File: src/hw/ssl_pkg.sv
// constants and types shared by the serdes sync and lock block
// assumes one system clock (pclk) and APB register access from software
package ssl_pkg;

  // ----------------------------------------------------------------
  // frame layout
  // ----------------------------------------------------------------
  localparam int FRAME_BITS = 12;
  localparam int DATA_BITS = 10;
  localparam logic [11:0] SYNC_PATTERN = 12'hFC0;
  localparam logic [3:0] LAST_BIT_POS = 4'hB;
  localparam logic [3:0] HALF_FRAME = 4'h6;

  // ----------------------------------------------------------------
  // word clock counts
  // ----------------------------------------------------------------
  localparam logic [2:0] SYNC_QUAL_WORDS = 3'h6;
  localparam logic [10:0] SYNC_BURST_WORDS = 11'h402;
  localparam logic [10:0] SYNC_EXT_WORDS = 11'h404;
  localparam logic [10:0] SYNC_GAP_WORDS = 11'h004;
  localparam logic [10:0] INIT_WORDS = 11'h402;

  // ----------------------------------------------------------------
  // frame counts on the receive side
  // ----------------------------------------------------------------
  localparam logic [2:0] LOCK_FRAMES = 3'h4;
  localparam logic [2:0] UNLOCK_FRAMES = 3'h4;
  localparam logic [1:0] RMT_FRAMES = 2'h2;

  // ----------------------------------------------------------------
  // register map
  // ----------------------------------------------------------------
  localparam logic [7:0] ADDR_CTRL = 8'h00;
  localparam logic [7:0] ADDR_STATUS = 8'h04;
  localparam logic [7:0] ADDR_RXWORD = 8'h08;
  localparam int CTRL_DRV_EN_BIT = 0;
  localparam int CTRL_PWR_N_BIT = 1;
  localparam int CTRL_RX_EN_BIT = 2;
  localparam logic [2:0] CTRL_RESET = 3'h7;
  localparam int ST_LOCK_N_BIT = 0;
  localparam int ST_RMT_BIT = 1;
  localparam int ST_BURST_BIT = 2;
  localparam int ST_TXRDY_BIT = 3;
  localparam int ST_MODE_LSB = 4;
  localparam int ST_POS_LSB = 8;

  // ----------------------------------------------------------------
  // types
  // ----------------------------------------------------------------
  typedef enum logic [2:0] {
    SSL_MODE_INIT, SSL_MODE_SYNC, SSL_MODE_DATA, SSL_MODE_POWER_DOWN_N, SSL_MODE_HIZ
  } ssl_mode_e;
  typedef enum logic [1:0] {SSL_TX_IDLE, SSL_TX_BURST, SSL_TX_GAP} ssl_tx_e;
  typedef enum logic [1:0] {SSL_RX_INIT, SSL_RX_HUNT, SSL_RX_LOCKED} ssl_rx_e;

endpackage : ssl_pkg

File: src/hw/ssl_sync_request_b.sv
// two flip-flop synchroniser for a vector of independent levels
// assumes each bit is a slow level or a clock much slower than clk
module ssl_sync_request_b #(
  parameter int W = 1
) (
  // clock and reset
  input wire logic clk,
  input wire logic rst_n,
  input wire logic ce,
  // levels
  input wire logic [W-1:0] d,
  output logic [W-1:0] q
);

  logic [W-1:0] meta_q;

  always_ff @(posedge clk or negedge rst_n) begin
    if (!rst_n) begin
      meta_q <= '0;
      q <= '0;
    end else if (ce) begin
      meta_q <= d;
      q <= meta_q;
    end
  end

endmodule : ssl_sync_request_b

File: src/hw/ssl_tx_sync.sv
// serializer framing and sync burst generator, one frame per word tick
// assumes word_tick is a one-cycle pulse per word clock and req is already
// the or of both sync requests
module ssl_tx_sync (
  // clock and reset
  input wire logic clk,
  input wire logic rst_n,
  input wire logic ce,
  input wire logic clr,
  // word side
  input wire logic word_tick,
  input wire logic req,
  input wire logic [ssl_pkg::DATA_BITS-1:0] din,
  // frame side
  output logic [ssl_pkg::FRAME_BITS-1:0] frame_q,
  output logic burst_q,
  output logic ready_q
);

  ssl_pkg::ssl_tx_e st_q;
  logic [2:0] qual_q;
  logic [10:0] cnt_q;
  logic [10:0] init_q;
  logic cont_q;
  logic [ssl_pkg::DATA_BITS-1:0] hold_q;
  logic [ssl_pkg::DATA_BITS-1:0] src;
  logic [ssl_pkg::FRAME_BITS-1:0] data_frame;
  logic start;
  logic ext_end;
  logic burst_end;
  logic gap_end;
  logic [ssl_pkg::FRAME_BITS-1:0] frame_d;

  // ----------------------------------------------------------------
  // decode
  // ----------------------------------------------------------------
  assign start = (st_q == ssl_pkg::SSL_TX_IDLE) && req && ready_q
                 && (qual_q == ssl_pkg::SYNC_QUAL_WORDS - 3'h1);
  // a request held through the whole burst stretches it by two words
  assign ext_end = (cnt_q == ssl_pkg::SYNC_EXT_WORDS - 11'h001);
  assign burst_end = (st_q == ssl_pkg::SSL_TX_BURST)
                     && (ext_end || ((cnt_q == ssl_pkg::SYNC_BURST_WORDS - 11'h001)
                     && !(cont_q && req)));
  assign gap_end = (st_q == ssl_pkg::SSL_TX_GAP)
                   && (cnt_q == ssl_pkg::SYNC_GAP_WORDS - 11'h001);
  // inputs are frozen while a request is being qualified
  assign src = req ? hold_q : din;

  genvar gi;
  generate
    for (gi = 0; gi < ssl_pkg::DATA_BITS; gi++) begin : g_frame
      assign data_frame[ssl_pkg::FRAME_BITS-2-gi] = src[gi];
    end
  endgenerate
  assign data_frame[ssl_pkg::FRAME_BITS-1] = 1'b1;
  assign data_frame[0] = 1'b0;
  // the word that ends a burst is still a sync word; the gap's last word is data
  assign frame_d = (start || (st_q == ssl_pkg::SSL_TX_BURST))
                   ? ssl_pkg::SYNC_PATTERN : data_frame;

  // ----------------------------------------------------------------
  // sequencing
  // ----------------------------------------------------------------
  always_ff @(posedge clk or negedge rst_n) begin
    if (!rst_n) begin
      st_q <= ssl_pkg::SSL_TX_IDLE;
      qual_q <= 3'h0;
      cnt_q <= 11'h000;
      init_q <= 11'h000;
      cont_q <= 1'b0;
      hold_q <= '0;
      frame_q <= '0;
      burst_q <= 1'b0;
      ready_q <= 1'b0;
    end else if (ce) begin
      if (clr) begin
        st_q <= ssl_pkg::SSL_TX_IDLE;
        qual_q <= 3'h0;
        cnt_q <= 11'h000;
        init_q <= 11'h000;
        cont_q <= 1'b0;
        burst_q <= 1'b0;
        ready_q <= 1'b0;
      end else if (word_tick) begin
        if (!ready_q) begin
          init_q <= init_q + 11'h001;
          ready_q <= (init_q == ssl_pkg::INIT_WORDS - 11'h001);
        end
        if (!req) begin
          hold_q <= din;
        end
        frame_q <= frame_d;
        case (st_q)
          ssl_pkg::SSL_TX_IDLE: begin
            qual_q <= (req && qual_q != ssl_pkg::SYNC_QUAL_WORDS) ? qual_q + 3'h1 : 3'h0;
            if (start) begin
              st_q <= ssl_pkg::SSL_TX_BURST;
              cnt_q <= 11'h001;
              cont_q <= 1'b1;
              burst_q <= 1'b1;
            end
          end
          ssl_pkg::SSL_TX_BURST: begin
            cnt_q <= cnt_q + 11'h001;
            cont_q <= cont_q && req;
            if (burst_end) begin
              cnt_q <= 11'h000;
              burst_q <= 1'b0;
              qual_q <= 3'h0;
              // a one-off burst returns to live data
              st_q <= ext_end ? ssl_pkg::SSL_TX_GAP : ssl_pkg::SSL_TX_IDLE;
            end
          end
          ssl_pkg::SSL_TX_GAP: begin
            cnt_q <= cnt_q + 11'h001;
            if (gap_end) begin
              st_q <= ssl_pkg::SSL_TX_BURST;
              cnt_q <= 11'h000;
              cont_q <= 1'b0;
              burst_q <= 1'b1;
            end
          end
          default: begin
            st_q <= ssl_pkg::SSL_TX_IDLE;
          end
        endcase
      end
    end
  end

endmodule : ssl_tx_sync

File: src/hw/ssl_top.sv
// serdes link start-up: sync burst generation, boundary lock and APB regs
// assumes pclk is the deserializer reference clock and that link pins,
// word clock and bit clock are asynchronous to it and much slower
//
// The register addresses and the APB slave port were chosen for this implementation.

// Function
// - six-cycle sync request sends 1026 sync words
// - a started burst runs to completion unless power-down clears it
// - short request gives one burst, then data
// - long request: 1028 sync, 4 data, 1026 sync
// - sync word is six ones, six zeros
// - serial output disabled until transmit init completes
// - receiver starts hunting on first rising input edge
// - lock flag high while acquiring, low locked
// - recovered data output while lock flag low
// - lock also acquired on data with one rising edge per frame
// - several rising edges per frame means risk
// - risky pattern holds lock off until changed
// - lock after four frames, same unique boundary
// - locked state ignores multitransition data patterns
// - four missed boundaries drop lock, hunt again
// - unlock: flag high, data and clock disabled
// - five link modes reported
// - frame is start one, ten data, stop zero
// - one twelve-bit frame per word clock
// - data ignored while request is qualifying
module ssl_top (
  // clock and reset
  input wire logic pclk,
  input wire logic presetn,
  input wire logic ce,
  // apb slave
  input wire logic [7:0] paddr,
  input wire logic psel,
  input wire logic penable,
  input wire logic pwrite,
  input wire logic [31:0] pwdata,
  output logic [31:0] prdata,
  output logic pready,
  output logic pslverr,
  // serializer pins
  input wire logic transmit_word_clock,
  input wire logic sync_request_a,
  input wire logic sync_request_b,
  input wire logic [ssl_pkg::DATA_BITS-1:0] parallel_input_word,
  output logic [ssl_pkg::FRAME_BITS-1:0] serial_frame,
  output logic serial_frame_oe,
  // deserializer pins
  input wire logic serial_bit_clock,
  input wire logic serial_in,
  output logic [ssl_pkg::DATA_BITS-1:0] parallel_output_word,
  output logic parallel_output_oe,
  output logic recovered_clock,
  output logic recovered_clock_oe,
  output logic lock_n
);

  // ----------------------------------------------------------------
  // pin synchronisers
  // ----------------------------------------------------------------
  localparam int SYNC_W = ssl_pkg::DATA_BITS + 5;
  logic [SYNC_W-1:0] pins_s;
  logic wclk_s;
  logic bclk_s;
  logic bit_s;
  logic req_s;
  logic [ssl_pkg::DATA_BITS-1:0] din_s;

  ssl_sync_request_b #(.W(SYNC_W)) u_sync (
    .clk(pclk),
    .rst_n(presetn),
    .ce(ce),
    .d({parallel_input_word, serial_in, serial_bit_clock, sync_request_b,
        sync_request_a, transmit_word_clock}),
    .q(pins_s)
  );

  assign wclk_s = pins_s[0];
  assign req_s = pins_s[1] | pins_s[2];
  assign bclk_s = pins_s[3];
  assign bit_s = pins_s[4];
  assign din_s = pins_s[SYNC_W-1:5];

  // ----------------------------------------------------------------
  // control register and edge finders
  // ----------------------------------------------------------------
  logic [2:0] ctrl_q;
  logic wclk_d_q;
  logic bclk_d_q;
  logic word_tick;
  logic bit_tick;
  logic drv_en;
  logic pwr_n;
  logic rx_en;

  assign drv_en = ctrl_q[ssl_pkg::CTRL_DRV_EN_BIT];
  assign pwr_n = ctrl_q[ssl_pkg::CTRL_PWR_N_BIT];
  assign rx_en = ctrl_q[ssl_pkg::CTRL_RX_EN_BIT];
  assign word_tick = wclk_s && !wclk_d_q;
  assign bit_tick = bclk_s && !bclk_d_q;

  always_ff @(posedge pclk or negedge presetn) begin
    if (!presetn) begin
      wclk_d_q <= 1'b0;
      bclk_d_q <= 1'b0;
    end else if (ce) begin
      wclk_d_q <= wclk_s;
      bclk_d_q <= bclk_s;
    end
  end

  // ----------------------------------------------------------------
  // serializer
  // ----------------------------------------------------------------
  logic [ssl_pkg::FRAME_BITS-1:0] tx_frame;
  logic tx_burst;
  logic tx_ready;

  // the 12x bit shifter sits in the analog serializer; this end hands it
  // one complete frame per word clock
  ssl_tx_sync u_tx (
    .clk(pclk),
    .rst_n(presetn),
    .ce(ce),
    .clr(!pwr_n),
    .word_tick(word_tick),
    .req(req_s),
    .din(din_s),
    .frame_q(tx_frame),
    .burst_q(tx_burst),
    .ready_q(tx_ready)
  );

  // ----------------------------------------------------------------
  // receiver boundary search
  // ----------------------------------------------------------------
  ssl_pkg::ssl_rx_e rx_q;
  logic [ssl_pkg::FRAME_BITS-1:0] shift_q;
  logic [3:0] bitpos_q;
  logic [1:0] trans_q;
  logic [3:0] tpos_q;
  logic [3:0] last_pos_q;
  logic [3:0] lock_pos_q;
  logic [2:0] match_q;
  logic [2:0] miss_q;
  logic [1:0] rmt_run_q;
  logic hit_q;
  logic [ssl_pkg::DATA_BITS-1:0] word_q;
  logic rclk_q;
  logic rise;
  logic frame_end;
  logic [1:0] trans_now;
  logic [3:0] pos_now;
  logic [2:0] match_next;
  logic [1:0] rmt_next;
  logic rmt_flag;
  logic lock_ok;
  logic at_lock;
  logic hit_now;
  logic capture;
  logic [3:0] half_pos;
  logic [ssl_pkg::DATA_BITS-1:0] word_d;
  logic locked;

  // a frame position counter free-runs; the true boundary is the only
  // low-to-high step that recurs at one position every frame
  assign rise = bit_tick && bit_s && !shift_q[0];
  assign frame_end = bit_tick && (bitpos_q == ssl_pkg::LAST_BIT_POS);
  assign trans_now = (rise && trans_q != 2'h2) ? trans_q + 2'h1 : trans_q;
  assign pos_now = rise ? bitpos_q : tpos_q;
  assign match_next = (trans_now != 2'h1) ? 3'h0
                    : (pos_now != last_pos_q) ? 3'h1
                    : (match_q == ssl_pkg::LOCK_FRAMES) ? match_q : match_q + 3'h1;
  assign rmt_next = (trans_now < 2'h2) ? 2'h0
                  : (rmt_run_q == ssl_pkg::RMT_FRAMES) ? rmt_run_q : rmt_run_q + 2'h1;
  assign rmt_flag = (rmt_run_q == ssl_pkg::RMT_FRAMES);
  assign lock_ok = (match_next == ssl_pkg::LOCK_FRAMES) && !rmt_flag;
  assign at_lock = rise && (bitpos_q == lock_pos_q);
  assign hit_now = hit_q || at_lock;
  assign locked = (rx_q == ssl_pkg::SSL_RX_LOCKED);
  assign capture = locked && at_lock;
  assign half_pos = (lock_pos_q >= ssl_pkg::HALF_FRAME) ? lock_pos_q - ssl_pkg::HALF_FRAME
                                                       : lock_pos_q + ssl_pkg::HALF_FRAME;

  genvar gi;
  generate
    for (gi = 0; gi < ssl_pkg::DATA_BITS; gi++) begin : g_word
      assign word_d[gi] = shift_q[ssl_pkg::FRAME_BITS-2-gi];
    end
  endgenerate

  always_ff @(posedge pclk or negedge presetn) begin
    if (!presetn) begin
      rx_q <= ssl_pkg::SSL_RX_INIT;
      shift_q <= '0;
      bitpos_q <= 4'h0;
      trans_q <= 2'h0;
      tpos_q <= 4'h0;
      last_pos_q <= 4'h0;
      lock_pos_q <= 4'h0;
      match_q <= 3'h0;
      miss_q <= 3'h0;
      rmt_run_q <= 2'h0;
      hit_q <= 1'b0;
      word_q <= '0;
      rclk_q <= 1'b0;
    end else if (ce) begin
      if (!pwr_n) begin
        rx_q <= ssl_pkg::SSL_RX_INIT;
        match_q <= 3'h0;
        miss_q <= 3'h0;
        rmt_run_q <= 2'h0;
        rclk_q <= 1'b0;
      end else if (bit_tick) begin
        shift_q <= {shift_q[ssl_pkg::FRAME_BITS-2:0], bit_s};
        bitpos_q <= frame_end ? 4'h0 : bitpos_q + 4'h1;
        trans_q <= frame_end ? 2'h0 : trans_now;
        tpos_q <= pos_now;
        hit_q <= frame_end ? 1'b0 : hit_now;
        if (capture) begin
          word_q <= word_d;
          rclk_q <= 1'b1;
        end else if (bitpos_q == half_pos) begin
          rclk_q <= 1'b0;
        end
        case (rx_q)
          ssl_pkg::SSL_RX_INIT: begin
            if (rise) begin
              rx_q <= ssl_pkg::SSL_RX_HUNT;
            end
          end
          ssl_pkg::SSL_RX_HUNT: begin
            if (frame_end) begin
              match_q <= match_next;
              last_pos_q <= pos_now;
              rmt_run_q <= rmt_next;
              if (lock_ok) begin
                rx_q <= ssl_pkg::SSL_RX_LOCKED;
                lock_pos_q <= pos_now;
                miss_q <= 3'h0;
              end
            end
          end
          ssl_pkg::SSL_RX_LOCKED: begin
            if (frame_end) begin
              miss_q <= hit_now ? 3'h0 : miss_q + 3'h1;
              if (!hit_now && miss_q == ssl_pkg::UNLOCK_FRAMES - 3'h1) begin
                rx_q <= ssl_pkg::SSL_RX_HUNT;
                match_q <= 3'h0;
                rmt_run_q <= 2'h0;
                rclk_q <= 1'b0;
              end
            end
          end
          default: begin
            rx_q <= ssl_pkg::SSL_RX_INIT;
          end
        endcase
      end
    end
  end

  // ----------------------------------------------------------------
  // link mode and registered pin outputs
  // ----------------------------------------------------------------
  ssl_pkg::ssl_mode_e mode_q;
  ssl_pkg::ssl_mode_e mode_d;

  assign mode_d = !pwr_n ? ssl_pkg::SSL_MODE_POWER_DOWN_N
                : !drv_en ? ssl_pkg::SSL_MODE_HIZ
                : !tx_ready ? ssl_pkg::SSL_MODE_INIT
                : (tx_burst || !locked) ? ssl_pkg::SSL_MODE_SYNC
                : ssl_pkg::SSL_MODE_DATA;

  always_ff @(posedge pclk or negedge presetn) begin
    if (!presetn) begin
      mode_q <= ssl_pkg::SSL_MODE_INIT;
      serial_frame <= '0;
      serial_frame_oe <= 1'b0;
      parallel_output_word <= '0;
      parallel_output_oe <= 1'b0;
      recovered_clock <= 1'b0;
      recovered_clock_oe <= 1'b0;
      lock_n <= 1'b1;
    end else if (ce) begin
      mode_q <= mode_d;
      serial_frame <= tx_frame;
      serial_frame_oe <= tx_ready && drv_en && pwr_n;
      parallel_output_word <= word_q;
      // data and clock float whenever lock is absent or the receiver is off
      parallel_output_oe <= locked && rx_en && pwr_n;
      recovered_clock <= rclk_q;
      recovered_clock_oe <= locked && rx_en && pwr_n;
      lock_n <= !locked;
    end
  end

  // ----------------------------------------------------------------
  // apb slave, one wait-free access phase
  // ----------------------------------------------------------------
  logic setup;
  logic access;
  logic addr_hit;
  logic [31:0] rd_mux;

  assign setup = psel && !penable;
  assign access = psel && penable && pready;
  assign addr_hit = (paddr == ssl_pkg::ADDR_CTRL) || (paddr == ssl_pkg::ADDR_STATUS)
                    || (paddr == ssl_pkg::ADDR_RXWORD);
  assign rd_mux = (paddr == ssl_pkg::ADDR_CTRL) ? {29'h0000000, ctrl_q}
                : (paddr == ssl_pkg::ADDR_STATUS)
                  ? {20'h00000, lock_pos_q, 1'b0, mode_q, tx_ready, tx_burst, rmt_flag, lock_n}
                : (paddr == ssl_pkg::ADDR_RXWORD) ? {22'h000000, word_q}
                : 32'h00000000;

  always_ff @(posedge pclk or negedge presetn) begin
    if (!presetn) begin
      ctrl_q <= ssl_pkg::CTRL_RESET;
      prdata <= 32'h00000000;
      pready <= 1'b0;
      pslverr <= 1'b0;
    end else if (ce) begin
      pready <= setup;
      pslverr <= setup && !addr_hit;
      if (setup) begin
        prdata <= pwrite ? 32'h00000000 : rd_mux;
      end
      if (access && pwrite && paddr == ssl_pkg::ADDR_CTRL) begin
        ctrl_q <= pwdata[2:0];
      end
    end
  end

endmodule : ssl_top

File: config.mk
export PLATFORM = sky130hd
export DESIGN_NAME = ssl_top
export DESIGN_NICKNAME = d
export VERILOG_FILES = /design/src/hw/ssl_pkg.sv /design/src/hw/ssl_sync_request_b.sv /design/src/hw/ssl_tx_sync.sv /design/src/hw/ssl_top.sv
export SDC_FILE = /design/constraint.sdc
export NUM_CORES = 1
export LEC_CHECK = 0
export BUFFER_PORTS_ARGS = -buffer_cell sky130_fd_sc_hd__buf_2
export CAP_MARGIN = 20
export CORE_MARGIN = 2
export CORE_UTILIZATION = 41
export DETAILED_ROUTE_END_ITERATION = 8
export PLACE_DENSITY = 0.61
export SLEW_MARGIN = 0
export SYNTH_ARGS = -nofsm -noshare
export SYNTH_HDL_FRONTEND = slang
export SYNTH_SLANG_ARGS = --single-unit
export TNS_END_PERCENT = 100
File: constraint.sdc
create_clock -name pclk -period 2.61 [get_ports pclk]
set_input_delay 0.522 -clock pclk [delete_from_list [all_inputs] [get_ports pclk]]
set_output_delay 0.522 -clock pclk [all_outputs]
set_load 0.05 [all_outputs]
==> run summary, run 1 <==
Outcome: finished, final reports clean
Pre-CTS setup slack: 0.2168 ns
Fin crit share: 91.81%
Largest net degree at the start of global routing: 72
Root Buffer: clkbuf_16
Crit path DAT: 2.72 ns
Total Power: 8.617 mW
DP Area: 0.009369 mm^2
WP data required: 2.93 ns
RSZ-0062 raised after global routing: false
Violation count after the first detailed-route iteration: 303
Final ANT Viol Nets: 0
Num Clock Sinks: 179
Peak Freq: 0.4173 GHz
Layout net count: 962
Setup TNS: 0 ns
Critical Path Start Type: flip-flop
Chip width: 149.7 um
Antenna cells: 0
Crit end category: flip-flop
Global-route wire length before repair: 31240 um
Final HPWL DP: 12990 um
H-tree depth: 4
Initial Util: 41.53%
#FFs+latches synth: 179
Routability cong.: 0.8386
Setup Fix Bufs, Post-CTS: 0
Clock latency on the worst-skew pair: 0.44 ns
PostCTS Resize Cnt: 0
Crit Path Class: flip-flop to flip-flop
Slew @ Worst Pin: 0.6557 ns
Final Setup Violations: 0
Num CTS Buffers: 17
Die Span Y: 149.7 um
Clk slew on worst S/H paths: 0.07 ns
Crit path time final: 2.396 ns
WL final: 18490 um
Die ar.: 0.02241 mm^2
Worst Clk Skew: 0.01194 ns
Via count: 6185
Clock tree from TritonCTS: yes
Post-Syn Instances: 804
Filler cells: 1979
CTS max path bufs: 2
HP Class: input pin to asynchronous set/reset pin
Core ar.: 0.02096 mm^2
Ordered list of cells on the worst path: inv_1, ha_1, or3b_1, a31oi_1, o211ai_1, a211oi_4, o221ai_2, mux2_2
Final worst slack: 0.2136 ns
Register area: 0.004484 mm^2
Port bufs: 71
CP max FO: 8
Slowest-stage cell, CP: a211oi_4
Worst Hold Slack: 0.04709 ns
Synthesized area per cell: 10.82 um^2
DRC Markers: 0
Area growth syn-to-layout: 14.64%
Row Count: 53
Seq/Total Area, Yosys: 51.53%
Mapped Area: 0.008702 mm^2
DR pass1 iterations: 4
EDFF count, synth: 0
Wire per inst: 15.82 um
Final Hold Vio Count: 0
Cts hold-fix bufs: 0
Max cap viols: 0
GRT overflow: 0
Post-synth ARST share: 100.0%
Yosys cell types: 70
YS warnings: 0
Initial antenna violation count: 0
Multi-input gate area: 0.003832 mm^2
Vias in the first global route: 6061
Pwr Density: 863.8 mW/mm^2
Post-route cell area: 0.009976 mm^2
Maximum VDD drop: 0.4215 mV
Io pins: 122
Max Slew Vio Count: 0
Ys flop type: dfrtp_1
Leakage: 4.726 nW
GRT Overall Usage: 17.56%
CP max stage delay: 0.41 ns
Relative slew margins: 56.28%
Post-DR vias/cell: 5.291
Share of layout cells above drive strength 1: 25.62%
final timing paths:
kind	startpoint	end	slack, ns	depth (start not counted)
max in group asynchronous	presetn	u_tx.frame_q[3]	1.81	2
worst min register to register	u_tx.frame_q[11]	u_tx.frame_q[11]	0.47	1
worst min-delay path	presetn	u_tx.cnt_q[8]	0.05	1
min in group pclk	parallel_input_word[4]	u_sync.meta_q[9]	0.31	2
worst max register to register	match_q[0]	miss_q[0]	0.21	8
worst max-delay path	match_q[0]	miss_q[0]	0.21	8
cell usage after synthesis (7+ instances only):
cell,count,area share [%]
nand3_1,22,1.3
buf_1,7,0.30
a21oi_1,29,1.7
xor2_1,9,0.91
nand4_1,9,0.65
nand2b_1,12,0.86
a22o_1,7,0.70
and3_1,8,0.58
ha_1,20,2.9
mux2i_1,13,1.5
o21ai_0,42,2.4
clkbuf_1,20,0.86
nand2_1,94,4.1
nor2_1,42,1.8
a31oi_1,17,1.2
inv_1,39,1.7
buf_4,22,1.9
nor2b_1,10,0.72
mux2_4,9,1.6
dfrtp_1,175,50
mux2_2,75,9.7
placed cells by master (no fill, tap or decap), types with 4 or more instances in the layout:
| cell | count |
|---|---|
| a21o_1 | 4 |
| a21oi_1 | 29 |
| a222oi_1 | 5 |
| a22o_1 | 7 |
| a31oi_1 | 17 |
| and3_1 | 8 |
| buf_2 | 69 |
| buf_4 | 22 |
| clkbuf_16 | 17 |
| conb_1 | 21 |
| dfrtp_1 | 175 |
| dfstp_2 | 4 |
| ha_1 | 20 |
| inv_1 | 39 |
| inv_8 | 6 |
| mux2_2 | 75 |
| mux2_4 | 9 |
| mux2i_1 | 13 |
| nand2_1 | 94 |
| nand2b_1 | 12 |
| nand3_1 | 22 |
| nand3b_1 | 6 |
| nand4_1 | 9 |
| nor2_1 | 42 |
| nor2b_1 | 10 |
| nor3_1 | 6 |
| nor4_1 | 5 |
| o21a_1 | 4 |
| o21ai_0 | 42 |
| o22ai_1 | 6 |
| o31ai_1 | 5 |
| or3_1 | 4 |
| xnor2_1 | 6 |
| xor2_1 | 9 |
kinds of logic (layout without fill, tap and decap cells):
logic type | after synthesis | count (layout) | synth area share, %
and+or+nand+nor | 238 | 238 | 13.59
DFF | 179 | 179 | 51.53
AOI/OAI and AO/OA | 159 | 159 | 12.41
muxes | 97 | 97 | 12.75
buffers and inverters | 95 | 165 | 5.291
adders and majority gates | 20 | 20 | 2.876
xor gates and xnor gates | 15 | 15 | 1.510
other | 1 | 21 | 0.04309
metal layers:
layer  up-vias  global-route usage, %  share of wire (%)
li1       2978                      -                  -
met1      3059                  24.44                 48
met2       130                  27.75                 47
met3        18                  3.872                4.3
met4         0                  4.906                1.3
met5         -                      0                  0
cell type report:
| type | instances | share of cell area, % |
|---|---|---|
| Clock inverter | 15 | 1.819 |
| Tap cell | 275 | 3.449 |
| Clock buffer | 17 | 4.264 |
| Timing Repair Buffer | 94 | 5.632 |
| Sequential cell | 179 | 44.95 |
| Multi-Input combinational cell | 550 | 38.42 |
| Inverter | 39 | 1.467 |
flip-flops by register name (all words and copies together) (netlist names), 10 cells and up:
name	flops
u_sync.meta_q	15
u_sync.q	15
prdata	12
serial_frame	11
shift_q	11
u_tx.cnt_q	11
u_tx.frame_q	11
u_tx.init_q	11
parallel_output_word	10
u_tx.hold_q	10
word_q	10
worst max-delay path, delay by kind of cell (launching register included):
| kind | cells | cell delay, ns |
|---|---|---|
| mux | 1 | 0.29 |
| compound gates | 4 | 0.91 |
| simple gates | 1 | 0.38 |
| buf+inv | 1 | 0.07 |
| fa+ha+maj | 1 | 0.23 |
| flops | 1 | 0.39 |
through the flow:
stage	utilization, %	instances
final	47.61	1169
after global routing	47.61	1169
after CTS	47.61	1169
after detailed placement	44.71	1137
after global placement	44.71	1137
after floorplan	-	824
power breakdown:
group	switching [mW]	internal, mW
sequential	0.471	3.34
clock	1.23	1.38
combinational	1.35	0.852
No activity file was read; power rests on OpenSTA's default activity.
==> run 2: changes to the inputs <==
PLACE_DENSITY = 0.7   (was 0.61)
==> run 2 against run 1 <==
  * Utilization is essentially flat
  * Via count increased by 0.31%
  * Cell count stayed put
  * Clock-buffer cell count increased by 3
  * Die area unchanged
  * Non-clock buffer count up 1
  * Sequential power about the same
  * Fmax hardly changed
  * Clock skew is 0.0044 ns lower
  * Combinational power barely moved
==> run summary, run 2 (synthesis gave the netlist of run 1 again) <==
H-tree depth: 4 (unchanged)
Clk slew on worst S/H paths: 0.07 ns (about the same)
Row Count: 53 (unchanged)
Routability cong.: 0.8523 (+1.6%)
Clock tree from TritonCTS: yes
Num CTS Buffers: 17 (unchanged)
WP data required: 2.93 ns (about the same)
Peak Freq: 0.4170 GHz (about the same)
Die ar.: 0.02241 mm^2 (unchanged)
Post-route cell area: 0.009985 mm^2 (about the same)
Worst Clk Skew: 0.007505 ns (-0.004439 ns)
Pre-CTS setup slack: 0.2340 ns (+0.01718 ns)
Crit path DAT: 2.71 ns (about the same)
Chip width: 149.7 um (unchanged)
Largest registers: u_sync.meta_q x15, u_sync.q x15, prdata x12
Setup Fix Bufs, Post-CTS: 0 (unchanged)
Setup TNS: 0 ns (unchanged)
Io pins: 122 (unchanged)
Max cap viols: 0 (unchanged)
Slew @ Worst Pin: 0.6626 ns (+0.006906 ns)
Core ar.: 0.02096 mm^2 (unchanged)
Clock latency on the worst-skew pair: 0.43 ns (about the same)
Port bufs: 71 (unchanged)
Share of layout cells above drive strength 1: 25.50% (-0.11 points)
HP Class: input pin to asynchronous set/reset pin
Final Hold Vio Count: 0 (unchanged)
Vias in the first global route: 6047 (-0.23%)
Pwr Density: 868.0 mW/mm^2 (+0.48%)
Leakage: 4.732 nW (+0.12%)
DRC Markers: 0 (unchanged)
PostCTS Resize Cnt: 0 (unchanged)
Num Clock Sinks: 179 (unchanged)
GRT overflow: 0 (unchanged)
Final Setup Violations: 0 (unchanged)
Final worst slack: 0.2118 ns (-0.001839 ns)
CP max FO: 8 (unchanged)
Crit Path Class: flip-flop to flip-flop
Via count: 6204 (+0.31%)
DR pass1 iterations: 5 (+1)
Wire per inst: 15.70 um (-0.72%)
Most common cell after layout, fill and taps aside: dfrtp_1
Fin crit share: 91.88% (about the same)
Initial Util: 41.53% (unchanged)
CTS max path bufs: 2 (unchanged)
Register share of total power: 43.9% (-0.3 points)
RSZ-0062 raised after global routing: false
Relative slew margins: 55.82% (-0.46 points)
Post-DR vias/cell: 5.307 (+0.31%)
DP Area: 0.009376 mm^2 (about the same)
Switching pwr: 2.913 mW (-4.5%)
Final ANT Viol Nets: 0 (unchanged)
Root Buffer: clkbuf_16
Max Slew Vio Count: 0 (unchanged)
Layout net count: 963 (+0.10%)
Logic pwr share: 25.3% (-0.2 points)
Violation count after the first detailed-route iteration: 347 (+15%)
Sw Share: 33.61% (-1.8 points)
Most frequent cells in the layout: dfrtp_1, nand2_1, mux2_2
Area growth syn-to-layout: 14.74% (about the same)
Global-route wire length before repair: 30260 um (-3.1%)
Largest net degree at the start of global routing: 48 (-33%)
Internal: 5.754 mW (+3.3%)
Initial antenna violation count: 0 (unchanged)
FF-to-FF path depth: 8 (unchanged)
Antenna cells: 0 (unchanged)
Crit path time final: 2.398 ns (+0.001839 ns)
Crit end category: flip-flop
Critical Path Start Type: flip-flop
Cts hold-fix bufs: 0 (unchanged)
GRT Overall Usage: 17.00% (-0.56 points)
Maximum VDD drop: 0.4802 mV (+14%)
Final HPWL DP: 12900 um (-0.69%)
Clock share of power: 30.8% (+0.5 points)
WL final: 18360 um (-0.72%)
Outcome: finished, final reports clean
Die Span Y: 149.7 um (unchanged)
==> run 2: cell types whose count changed in the layout (fill, tap and decap cells not counted) <==
cell,change
clkbuf_8,+2
buf_4,+1
clkinv_2,+2
bufinv_16,+2
clkbuf_1,+1
inv_8,-6
clkinv_8,-2
==> run 2: routing by layer <==
metal  wire length, um  part of all wire [%]  up-vias  GRT usage [%]
met5                 0                     0        -              0
met4               164                  0.89        0          5.472
met3               632                   3.4       14          3.140
met2              9113                    50       98          28.03
met1              8449                    46     3116          22.76
li1                  -                     -     2976              -
==> run 2: critical path, cell delays in order, from the launching register on <==
cell and delay [ns]:
dfrtp_1 0.39, inv_1 0.07, ha_1 0.23, or3b_1 0.38, a31oi_1 0.19, o211ai_1 0.16, a211oi_4 0.41, o221ai_2 0.18
mux2_2 0.29
==> run 2: cell type report <==
type | instances | area (um^2)
clock buffer | 20 | 456.7
clock inverter | 11 | 151.4
fill | 1912 | 10970
inverter | 39 | 146.4
multi-input combinational | 550 | 3832
sequential | 179 | 4484
tap | 275 | 344.1
timing repair buffer | 95 | 569.3
==> run 2: power groups by stage <==
stage / Combinational, mW / Clock, mW / Sequential [mW]
2_1_floorplan: 1.49 / 0 / 3.99
3_3_place_gp: 2.15 / 0 / 3.83
3_5_place_dp: 2.19 / 0 / 3.86
4_1_cts: 2.22 / 2.71 / 3.81
5_1_grt: 2.44 / 2.83 / 3.90
6_report: 2.19 / 2.67 / 3.81
==> run 2: final timing paths <==
check	start	end	slack, ns
max	match_q[0]	miss_q[0]	0.21
min	presetn	u_sync.q[9]	0.02
max reg2reg	match_q[0]	miss_q[0]	0.21
min reg2reg	u_tx.frame_q[11]	u_tx.frame_q[11]	0.47
max in group asynchronous	presetn	ctrl_q[2]	1.91
min in group pclk	parallel_input_word[8]	u_sync.meta_q[13]	0.32
==> run 2: stage by stage <==
stage                     total power [mW]  hold slack, ns  std cells  util, %
after floorplan                      5.487          0.2264        824        -
after global placement               5.978          0.4499       1138    44.75
after detailed placement             6.048          0.4522       1138    44.75
after CTS                            8.737         0.02419       1169    47.65
after global routing                 9.171         0.03979       1169    47.65
final                                8.667         0.02161       1169    47.65
